===== src/verilog/pfc_pkg.sv =====
// Package: constants, register map and carriers for the flow action comparator
package pfc_pkg;
  localparam int NUM_FLOWS   = 4;
  localparam int HDR_BYTES   = 32;
  localparam int ACT_W       = 4;
  localparam int CLK_NS      = 25;
  // Shared words: mask, status, hit count
  localparam logic [11:0] MASK_LO_OFS    = 12'h000;
  localparam logic [11:0] MASK_HI_OFS    = 12'h004;
  localparam logic [11:0] STATUS_OFS     = 12'h008;
  localparam logic [11:0] HIT_COUNT_OFS  = 12'h00C;
  // Per-flow block: base + flow * stride
  localparam logic [11:0] FLOW_BASE      = 12'h100;
  localparam logic [11:0] FLOW_STRIDE    = 12'h020;
  localparam logic [4:0]  MATCH_LO_OFS   = 5'h00;
  localparam logic [4:0]  MATCH_HI_OFS   = 5'h04;
  localparam logic [4:0]  RANGE_OFS      = 5'h08;
  localparam logic [4:0]  ACTION_OFS     = 5'h0C;
  localparam logic [4:0]  ZERO_OFS       = 5'h10;
  // Field positions
  localparam int RNG_LO_POS   = 0;
  localparam int RNG_HI_POS   = 8;
  localparam int RNG_EN_POS   = 16;
  localparam int RNG_PTR_POS  = 24;
  localparam int ACT_CODE_POS = 0;
  localparam int ACT_SAVE_POS = 4;
  localparam int ACT_ADD_POS  = 5;
  localparam int ACT_SUB_POS  = 6;
  localparam int ACT_CF_POS   = 8;
  localparam int ACT_TS_POS   = 16;
  localparam int ZERO_ST_POS  = 0;
  localparam int ZERO_CNT_POS = 8;
  // Reset values
  localparam logic [63:0] MASK_RST  = 64'h0000000000000000;
  localparam logic [31:0] WORD_RST  = 32'h00000000;
  // OAM frames compare only the first four header bytes
  localparam logic [63:0] OAM_KEEP  = 64'hFFFFFFFF00000000;
  localparam logic [1:0]  RESP_OKAY   = 2'h0;
  localparam logic [1:0]  RESP_SLVERR = 2'h2;

  typedef enum logic [ACT_W-1:0] {
    PFC_ACT_KEEP       = 4'h0,
    PFC_ACT_SUB_TIME   = 4'h1,
    PFC_ACT_LAT_PATH   = 4'h2,
    PFC_ACT_ADD_TIME   = 4'h3,
    PFC_ACT_RESIDENCE  = 4'h4,
    PFC_ACT_STORE_TIME = 4'h5,
    PFC_ACT_STORE_PATH = 4'h6,
    PFC_ACT_STORE_NS   = 4'h7,
    PFC_ACT_STORE_NSPD = 4'h8
  } pfc_action_e;

  typedef struct packed {
    logic       cf_sub_time;
    logic       cf_add_time;
    logic       cf_sub_latency;
    logic       cf_add_latency;
    logic       cf_add_path;
    logic       cf_sub_storage;
    logic       cf_write_path;
    logic       ts_write_time;
    logic       ns_write_time;
    logic       ns_add_peer;
    logic       cf_action_store_nanoseconds;
  } pfc_ops_s;

  typedef struct packed {
    logic        hit;
    logic [1:0]  flow;
    logic [3:0]  code;
    pfc_ops_s    ops;
    logic        save_time;
    logic        asym_add;
    logic        asym_sub;
    logic [4:0]  cf_ptr;
    logic [5:0]  ts_ptr;
    logic [5:0]  zero_start;
    logic [3:0]  zero_count;
    logic        zero_en;
  } pfc_result_s;
endpackage


===== src/verilog/pfc_flow_comparator.sv =====
// Flow action comparator: per-flow header match, range check and action select
`timescale 1ns/10ps
`default_nettype none
module pfc_flow_comparator
  import pfc_pkg::*;
(
  input  wire logic                             aclk,
  input  wire logic                             aresetn,
  input  wire logic [11:0]                      s_axi_awaddr,
  input  wire logic                             s_axi_awvalid,
  output logic                                  s_axi_awready,
  input  wire logic [31:0]                      s_axi_wdata,
  input  wire logic [3:0]                       s_axi_wstrb,
  input  wire logic                             s_axi_wvalid,
  output logic                                  s_axi_wready,
  output logic [1:0]                            s_axi_bresp,
  output logic                                  s_axi_bvalid,
  input  wire logic                             s_axi_bready,
  input  wire logic [11:0]                      s_axi_araddr,
  input  wire logic                             s_axi_arvalid,
  output logic                                  s_axi_arready,
  output logic [31:0]                           s_axi_rdata,
  output logic [1:0]                            s_axi_rresp,
  output logic                                  s_axi_rvalid,
  input  wire logic                             s_axi_rready,
  input  wire logic                             hdr_valid,
  input  wire logic                             hdr_is_oam,
  input  wire logic [pfc_pkg::HDR_BYTES-1:0][7:0] hdr_bytes,
  input  wire logic [pfc_pkg::NUM_FLOWS-1:0]    prior_match,
  output logic                                  result_valid,
  output pfc_pkg::pfc_result_s                  result
);
  import pfc_pkg::*;

  ////////////////////////////////////////////////////////////////////////////
  // Register storage
  logic [63:0]                 mask_r;
  logic [NUM_FLOWS-1:0][63:0]  match_r;
  logic [NUM_FLOWS-1:0][31:0]  range_r;
  logic [NUM_FLOWS-1:0][31:0]  action_r;
  logic [NUM_FLOWS-1:0][31:0]  zero_r;
  logic [31:0]                 hit_count_r;

  logic        aw_held_r;
  logic        w_held_r;
  logic [11:0] awaddr_r;
  logic [31:0] wdata_r;
  logic [3:0]  wstrb_r;

  // Decode: bit 8 = mapped, [7:5] = kind, [1:0] = flow
  function automatic logic [8:0] reg_decode(input logic [11:0] a);
    logic [11:0] rel;
    logic [2:0]  kind;
    rel  = a - FLOW_BASE;
    kind = 3'h0;
    reg_decode = 9'h000;
    if (a[1:0] != 2'h0) begin
      reg_decode = 9'h000;
    end else if (a == MASK_LO_OFS) begin
      reg_decode = 9'h100;
    end else if (a == MASK_HI_OFS) begin
      reg_decode = 9'h120;
    end else if (a == STATUS_OFS) begin
      reg_decode = 9'h140;
    end else if (a == HIT_COUNT_OFS) begin
      reg_decode = 9'h160;
    end else if (a >= FLOW_BASE && rel < 12'(NUM_FLOWS) * FLOW_STRIDE
                 && rel[4:0] <= ZERO_OFS) begin
      // Zero word shares kind seven with the action word; a sum would wrap to zero
      kind = (rel[4:0] == ZERO_OFS) ? 3'h7 : 3'h4 + rel[4:2];
      reg_decode = {1'b1, kind, 3'h0, rel[6:5]};
    end
  endfunction

  function automatic logic [31:0] merge(input logic [31:0] old, input logic [31:0] d,
                                        input logic [3:0] strb);
    for (int i = 0; i < 4; i++) begin
      merge[i*8 +: 8] = strb[i] ? d[i*8 +: 8] : old[i*8 +: 8];
    end
  endfunction

  ////////////////////////////////////////////////////////////////////////////
  // AXI4-Lite write channel
  logic       wr_fire;
  logic [8:0] wr_dec;
  logic [1:0] wr_flow;
  assign s_axi_awready = !aw_held_r && !s_axi_bvalid;
  assign s_axi_wready  = !w_held_r && !s_axi_bvalid;
  assign wr_fire       = aw_held_r && w_held_r && !s_axi_bvalid;
  assign wr_dec        = reg_decode(awaddr_r);
  assign wr_flow       = wr_dec[1:0];

  always_ff @(posedge aclk) begin
    if (!aresetn) begin
      aw_held_r <= 1'b0;
      w_held_r  <= 1'b0;
      awaddr_r  <= 12'h000;
      wdata_r   <= WORD_RST;
      wstrb_r   <= 4'h0;
    end else begin
      if (s_axi_awvalid && s_axi_awready) begin
        aw_held_r <= 1'b1;
        awaddr_r  <= s_axi_awaddr;
      end else if (wr_fire) begin
        aw_held_r <= 1'b0;
      end
      if (s_axi_wvalid && s_axi_wready) begin
        w_held_r <= 1'b1;
        wdata_r  <= s_axi_wdata;
        wstrb_r  <= s_axi_wstrb;
      end else if (wr_fire) begin
        w_held_r <= 1'b0;
      end
    end
  end

  always_ff @(posedge aclk) begin
    if (!aresetn) begin
      s_axi_bvalid <= 1'b0;
      s_axi_bresp  <= RESP_OKAY;
    end else if (wr_fire) begin
      s_axi_bvalid <= 1'b1;
      s_axi_bresp  <= wr_dec[8] ? RESP_OKAY : RESP_SLVERR;
    end else if (s_axi_bready) begin
      s_axi_bvalid <= 1'b0;
    end
  end

  always_ff @(posedge aclk) begin
    if (!aresetn) begin
      mask_r <= MASK_RST;
    end else if (wr_fire && wr_dec == 9'h100) begin
      mask_r[31:0] <= merge(mask_r[31:0], wdata_r, wstrb_r);
    end else if (wr_fire && wr_dec == 9'h120) begin
      mask_r[63:32] <= merge(mask_r[63:32], wdata_r, wstrb_r);
    end
  end

  // per-flow settings, one copy per flow
  generate
    for (genvar f = 0; f < NUM_FLOWS; f++) begin : g_flow_regs
      logic sel;
      assign sel = wr_fire && wr_dec[8] && wr_dec[7] && wr_flow == 2'(f);
      always_ff @(posedge aclk) begin
        if (!aresetn) begin
          match_r[f]  <= 64'h0000000000000000;
          range_r[f]  <= WORD_RST;
          action_r[f] <= WORD_RST;
          zero_r[f]   <= WORD_RST;
        end else if (sel) begin
          case (wr_dec[7:5])
            3'h4: match_r[f][31:0]  <= merge(match_r[f][31:0], wdata_r, wstrb_r);
            3'h5: match_r[f][63:32] <= merge(match_r[f][63:32], wdata_r, wstrb_r);
            3'h6: range_r[f]        <= merge(range_r[f], wdata_r, wstrb_r);
            3'h7: begin
              if (awaddr_r[4:0] == ZERO_OFS) begin
                zero_r[f] <= merge(zero_r[f], wdata_r, wstrb_r);
              end else begin
                action_r[f] <= merge(action_r[f], wdata_r, wstrb_r);
              end
            end
            default: ;
          endcase
        end
      end
    end
  endgenerate

  ////////////////////////////////////////////////////////////////////////////
  // AXI4-Lite read channel, answer one cycle after address taken
  logic [8:0]  rd_dec;
  logic [31:0] rd_word;
  assign s_axi_arready = !s_axi_rvalid;
  assign rd_dec        = reg_decode(s_axi_araddr);

  always_comb begin
    rd_word = WORD_RST;
    case (rd_dec[7:5])
      3'h0: rd_word = mask_r[31:0];
      3'h1: rd_word = mask_r[63:32];
      3'h2: rd_word = {24'h000000, result_valid, result.hit, 4'h0, result.flow};
      3'h3: rd_word = hit_count_r;
      3'h4: rd_word = match_r[rd_dec[1:0]][31:0];
      3'h5: rd_word = match_r[rd_dec[1:0]][63:32];
      3'h6: rd_word = range_r[rd_dec[1:0]];
      3'h7: rd_word = (s_axi_araddr[4:0] == ZERO_OFS) ? zero_r[rd_dec[1:0]]
                                                       : action_r[rd_dec[1:0]];
      default: rd_word = WORD_RST;
    endcase
    if (!rd_dec[8]) rd_word = WORD_RST;
  end

  always_ff @(posedge aclk) begin
    if (!aresetn) begin
      s_axi_rvalid <= 1'b0;
      s_axi_rdata  <= WORD_RST;
      s_axi_rresp  <= RESP_OKAY;
    end else if (s_axi_arvalid && s_axi_arready) begin
      s_axi_rvalid <= 1'b1;
      s_axi_rdata  <= rd_word;
      s_axi_rresp  <= rd_dec[8] ? RESP_OKAY : RESP_SLVERR;
    end else if (s_axi_rready) begin
      s_axi_rvalid <= 1'b0;
    end
  end

  ////////////////////////////////////////////////////////////////////////////
  // Header compare
  logic [63:0]          hdr64;
  logic [63:0]          eff_mask;
  logic [NUM_FLOWS-1:0] flow_hit;

  // byte 0 of the header lands in the top bits of the match word
  always_comb begin
    for (int b = 0; b < 8; b++) begin
      hdr64[63 - b*8 -: 8] = hdr_bytes[b];
    end
  end

  // OAM drops bytes four to seven from the compare
  assign eff_mask = hdr_is_oam ? (mask_r & OAM_KEEP) : mask_r;

  generate
    for (genvar f = 0; f < NUM_FLOWS; f++) begin : g_cmp
      logic [7:0] sel_byte;
      logic       in_range;
      logic       field_ok;
      assign sel_byte = hdr_bytes[range_r[f][RNG_PTR_POS +: 5]];
      assign in_range = sel_byte >= range_r[f][RNG_LO_POS +: 8]
                     && sel_byte <= range_r[f][RNG_HI_POS +: 8];
      assign field_ok = ((hdr64 ^ match_r[f]) & eff_mask) == 64'h0000000000000000;
      // bounds ignored while the check is off
      assign flow_hit[f] = prior_match[f] && field_ok
                        && (!range_r[f][RNG_EN_POS] || in_range);
    end
  endgenerate

  ////////////////////////////////////////////////////////////////////////////
  // Action decode
  // code 0 nothing, code 1 subtract captured time
  // code 2 minus latency plus path delay
  // code 4 time plus latency minus stored field
  // code 5 store captured time only
  // code 6 store time, path delay to correction
  // code 7 nanoseconds into new field
  // code 8 nanoseconds plus peer delay, also to correction
  function automatic pfc_ops_s action_ops(input logic [ACT_W-1:0] code);
    action_ops = '0;
    case (pfc_action_e'(code))
      PFC_ACT_SUB_TIME:   action_ops.cf_sub_time = 1'b1;
      PFC_ACT_LAT_PATH: begin
        action_ops.cf_sub_latency = 1'b1;
        action_ops.cf_add_path    = 1'b1;
      end
      PFC_ACT_ADD_TIME:   action_ops.cf_add_time = 1'b1;
      PFC_ACT_RESIDENCE: begin
        action_ops.cf_add_time    = 1'b1;
        action_ops.cf_add_latency = 1'b1;
        action_ops.cf_sub_storage = 1'b1;
      end
      PFC_ACT_STORE_TIME: action_ops.ts_write_time = 1'b1;
      PFC_ACT_STORE_PATH: begin
        action_ops.ts_write_time = 1'b1;
        action_ops.cf_write_path = 1'b1;
      end
      PFC_ACT_STORE_NS:   action_ops.ns_write_time = 1'b1;
      PFC_ACT_STORE_NSPD: begin
        action_ops.ns_write_time = 1'b1;
        action_ops.ns_add_peer   = 1'b1;
        action_ops.cf_action_store_nanoseconds   = 1'b1;
      end
      default: action_ops = '0;
    endcase
  endfunction

  // Lowest numbered flow wins when several match
  pfc_result_s res_nxt;
  always_comb begin
    res_nxt = '0;
    for (int f = NUM_FLOWS - 1; f >= 0; f--) begin
      if (flow_hit[f]) begin
        res_nxt.hit        = 1'b1;
        res_nxt.flow       = 2'(f);
        res_nxt.code       = action_r[f][ACT_CODE_POS +: ACT_W];
        res_nxt.ops        = action_ops(action_r[f][ACT_CODE_POS +: ACT_W]);
        res_nxt.save_time  = action_r[f][ACT_SAVE_POS];
        res_nxt.asym_add   = action_r[f][ACT_ADD_POS];
        res_nxt.asym_sub   = action_r[f][ACT_SUB_POS];
        res_nxt.cf_ptr     = action_r[f][ACT_CF_POS +: 5];
        res_nxt.ts_ptr     = action_r[f][ACT_TS_POS +: 6];
        res_nxt.zero_start = zero_r[f][ZERO_ST_POS +: 6];
        res_nxt.zero_count = zero_r[f][ZERO_CNT_POS +: 4];
        res_nxt.zero_en    = zero_r[f][ZERO_CNT_POS +: 4] != 4'h0;
      end
    end
  end

  always_ff @(posedge aclk) begin
    if (!aresetn) begin
      result_valid <= 1'b0;
      result       <= '0;
    end else begin
      result_valid <= hdr_valid;
      if (hdr_valid) result <= res_nxt;
    end
  end

  always_ff @(posedge aclk) begin
    if (!aresetn) begin
      hit_count_r <= WORD_RST;
    end else if (hdr_valid && res_nxt.hit) begin
      hit_count_r <= hit_count_r + 32'h00000001;
    end
  end
endmodule
`default_nettype wire


===== config.mk =====
export PLATFORM = sky130hd
export DESIGN_NAME = pfc_flow_comparator
export DESIGN_NICKNAME = d
export VERILOG_FILES = /design/src/verilog/pfc_pkg.sv /design/src/verilog/pfc_flow_comparator.sv
export SDC_FILE = /design/constraint.sdc
export NUM_CORES = 2
export LEC_CHECK = 0
export ABC_AREA = 1
export BUFFER_PORTS_ARGS = -buffer_cell sky130_fd_sc_hd__buf_2
export CORE_UTILIZATION = 40
export CTS_CLUSTER_SIZE = 10
export DETAILED_ROUTE_END_ITERATION = 16
export PLACE_DENSITY = 0.61
export SLEW_MARGIN = 20
export SYNTH_ARGS = -nofsm -noshare
export SYNTH_HDL_FRONTEND = slang
export SYNTH_SLANG_ARGS = --single-unit

===== constraint.sdc =====
create_clock -name aclk -period 8.6 [get_ports aclk]
set_input_delay 0.86 -clock aclk [delete_from_list [all_inputs] [get_ports aclk]]
set_output_delay 0.86 -clock aclk [all_outputs]
set_load 0.01 [all_outputs]

==> metrics <==
Max Cap Violations=0; vias in the first global route=59.5k; # setup viols final=0; final clock period utilization by the worst path=76.5%; FF+latch area=0.0173 sq mm; worst hold-check path type=in -> reg; startpoint types=flop; maximum operating frequency=~150 MHz; Total Routing Usage GR=approximately two fifths; worst setup path class=reg -> reg; Clock Sinks=863; Crit-path slowest cell=a32oi_1; Yosys cell types=52; Initial Utilization=40.4%; Final HPWL DP=between 200 and 250 mm; Place WS=approximately 2.3 ns; CTS tree=done; first-pass GRT wire length=roughly 430 mm; synth warn=0; DR WL met3=between 30 and 40 mm; pin count of the biggest net entering global routing=114; cell total after placement=10.6k; max-slew violations=0; total global routing overflow=0; layout cells sized above 1=between 8 and 9%; Core Footprint=between 0.1 and 0.15 sq mm; drt drc=0; area of the multi-input gates=0.0332 sq mm; RSZ-0062 raised after global routing=no; Pwr Density=151 mW/mm^2; layout net count=9335; area share of the largest cell type after synthesis=31.0%; Final GP Congestion=~1.1; setup TNS=0 ns; cts bufs inserted=103; clk_lat worst skew=around 0.76 ns; fin crit period=6.58 ns; non-filler instance count after layout=approximately 11k; PostCTS Resize Cnt=0; wire length on met1=119 mm; sequential area share after synthesis=a little under a third; ANT nets after route=0; Die Height=around 380 um; clock slew at reported path FFs=0.06 ns; ys flop type=dfxtp_1; WP data arrival=7.28 ns; Initial DRC Count=roughly 10k; drt pass-1 iters=9; Slew @ Worst Pin=1.22 ns; postcts setup bufs=0; Synth Register Bits=roughly 860; FILL cells=14.7k; Port Buffers=about 400; synthesized area=0.0557 sq mm; clk buf depth=3; Setup crit end kind=flop; Die Area=0.141 sq mm; crit-path max FO=58; Die Width=375 um; DR WL met2=around 130 mm; Total Wirelength=307 mm; Worst slew margin=approximately 18%; leak pwr=24.3 nW; Avg Synthesized Cell Area=approximately 6.2 sq um; Ports=a little over 400; status=complete, no violations; vias per cell=between 6 and 7; Yosys top cell by area=dfxtp_1; Top cell by count, worst path=nand2_1; Hold-fix buffers, CTS=0; CTS root buf=clkbuf_16; most frequent cells in the layout=nand2_1 (1725), o21ai_0 (1506), nor2_1 (1016); max incr delay on CP=0.92 ns; maximum VDD drop=0.168 mV; Synth area leaders=dfxtp_1 (31%), o21ai_0 (14%), nand2_1 (12%), a21oi_1 (9.0%), nor2_1 (6.9%); Vias=about 67k; H-tree depth=3; post-layout util=44.6%; DR WL/cell=28.4 um; initial antenna violation count=between 40 and 50; Hold Vio Cnt, Final=0; Mapped Cells=8989; post-synthesis async set-or-reset flop share=0%; final worst slack=2.02 ns; Layout area overhead=10.3%; row cnt=136; Critical Path RT=9.30 ns; top sig layer=met5; number of synthesized flops with an enable pin=0; most common cell after layout, fill and taps aside=nand2_1; Fin Clk Skew=0.0842 ns
worst paths after layout:
path             endpoint  cells after the start          from  slack (ns)
min reg2reg  action_r[27]                      2  action_r[27]        0.44
max            result[28]                     29   range_r[88]        2.02
min          s_axi_bvalid                      4  s_axi_bready        0.35
max reg2reg    result[28]                     29   range_r[88]        2.02
cells by family after synthesis:
family | Yosys count | synth area share (%)
AO/OA/AOI/OAI | 3082 | 30.3
XOR/XNOR | 39 | 0.613
adder cells (fa/ha/maj) | 65 | 1.46
buffers and inverters | 1376 | 9.65
flip-flops | 863 | 31.0
other | 1 | 0.00673
AND/OR/NAND/NOR | 3563 | 26.9
state kept, by name (all words and copies together) (netlist names), 4 cells and up:
signal and flops:
mask_r 64, awaddr_r 12, result 40, zero_r 128, wstrb_r 4, wdata_r 32, range_r 128, action_r 128
s_axi_rdata 32, hit_count_r 32, match_r 256
layer usage:
| layer | vias up | global-route usage [%] |
|---|---|---|
| met2 | 4314 | 62.4 |
| met4 | 14 | 30.4 |
| li1 | 30500 | - |
| met1 | 31400 | 53.0 |
| met3 | 941 | 9.21 |
| met5 | - | 0 |
metrics by stage:
step           area (sq um)  hold WS, ns  power [mW]
6_report              61400        0.350        9.25
3_5_place_dp          58200        0.437        5.04
5_1_grt               61400        0.360        9.46
4_1_cts               61300        0.317        9.22
3_3_place_gp          58200        0.433        5.03
2_1_floorplan         55700        0.424        4.57
final cells by class:
cell class,count,share of cell area (%)
sequential,863,28.1
multi-input combinational,6751,54.0
timing repair buffer,506,4.61
clock inverter,14,0.426
clock buffer,136,4.64
antenna,34,0.138
inverter,716,4.42
tap,1794,3.65
cells in the mapped netlist, types with 15 or more instances:
cell type and n:
nand2_1 1729, o21ai_0 1509, nor2_1 1022, a21oi_1 1007, dfxtp_1 863, inv_1 692
clkbuf_1 529, nand3_1 475, a211oi_1 157, o221ai_1 138, nand4_1 119, buf_2 94
o211ai_1 91, nor3_1 68, ha_1 65, o22ai_1 46, or2_2 40, xor2_1 39
nor2_4 38, o21ai_1 36, a31oi_1 34, a32oi_1 27, buf_4 21, nor4_1 18
a32o_1 15, buf_1 15, nor2_2 15
worst max-delay path, delay by kind of cell (launching register included):
kind / cells / cell delay (ns)
DFF: 1 / 0.89
and+or+nand+nor: 17 / 1.33
buffers and inverters: 6 / 2.04
AOI/OAI and AO/OA: 5 / 1.87
adders and majority gates: 1 / 0.41
power by group:
part / leakage, nW / total [mW] / internal, mW / switching, mW
Clock: 1.52 / 4.25 / 2.39 / 1.86
Sequential: 6.97 / 4.12 / 4.03 / 0.0916
Combinational: 15.8 / 0.878 / 0.206 / 0.672
(Power assumes the default switching activity.)
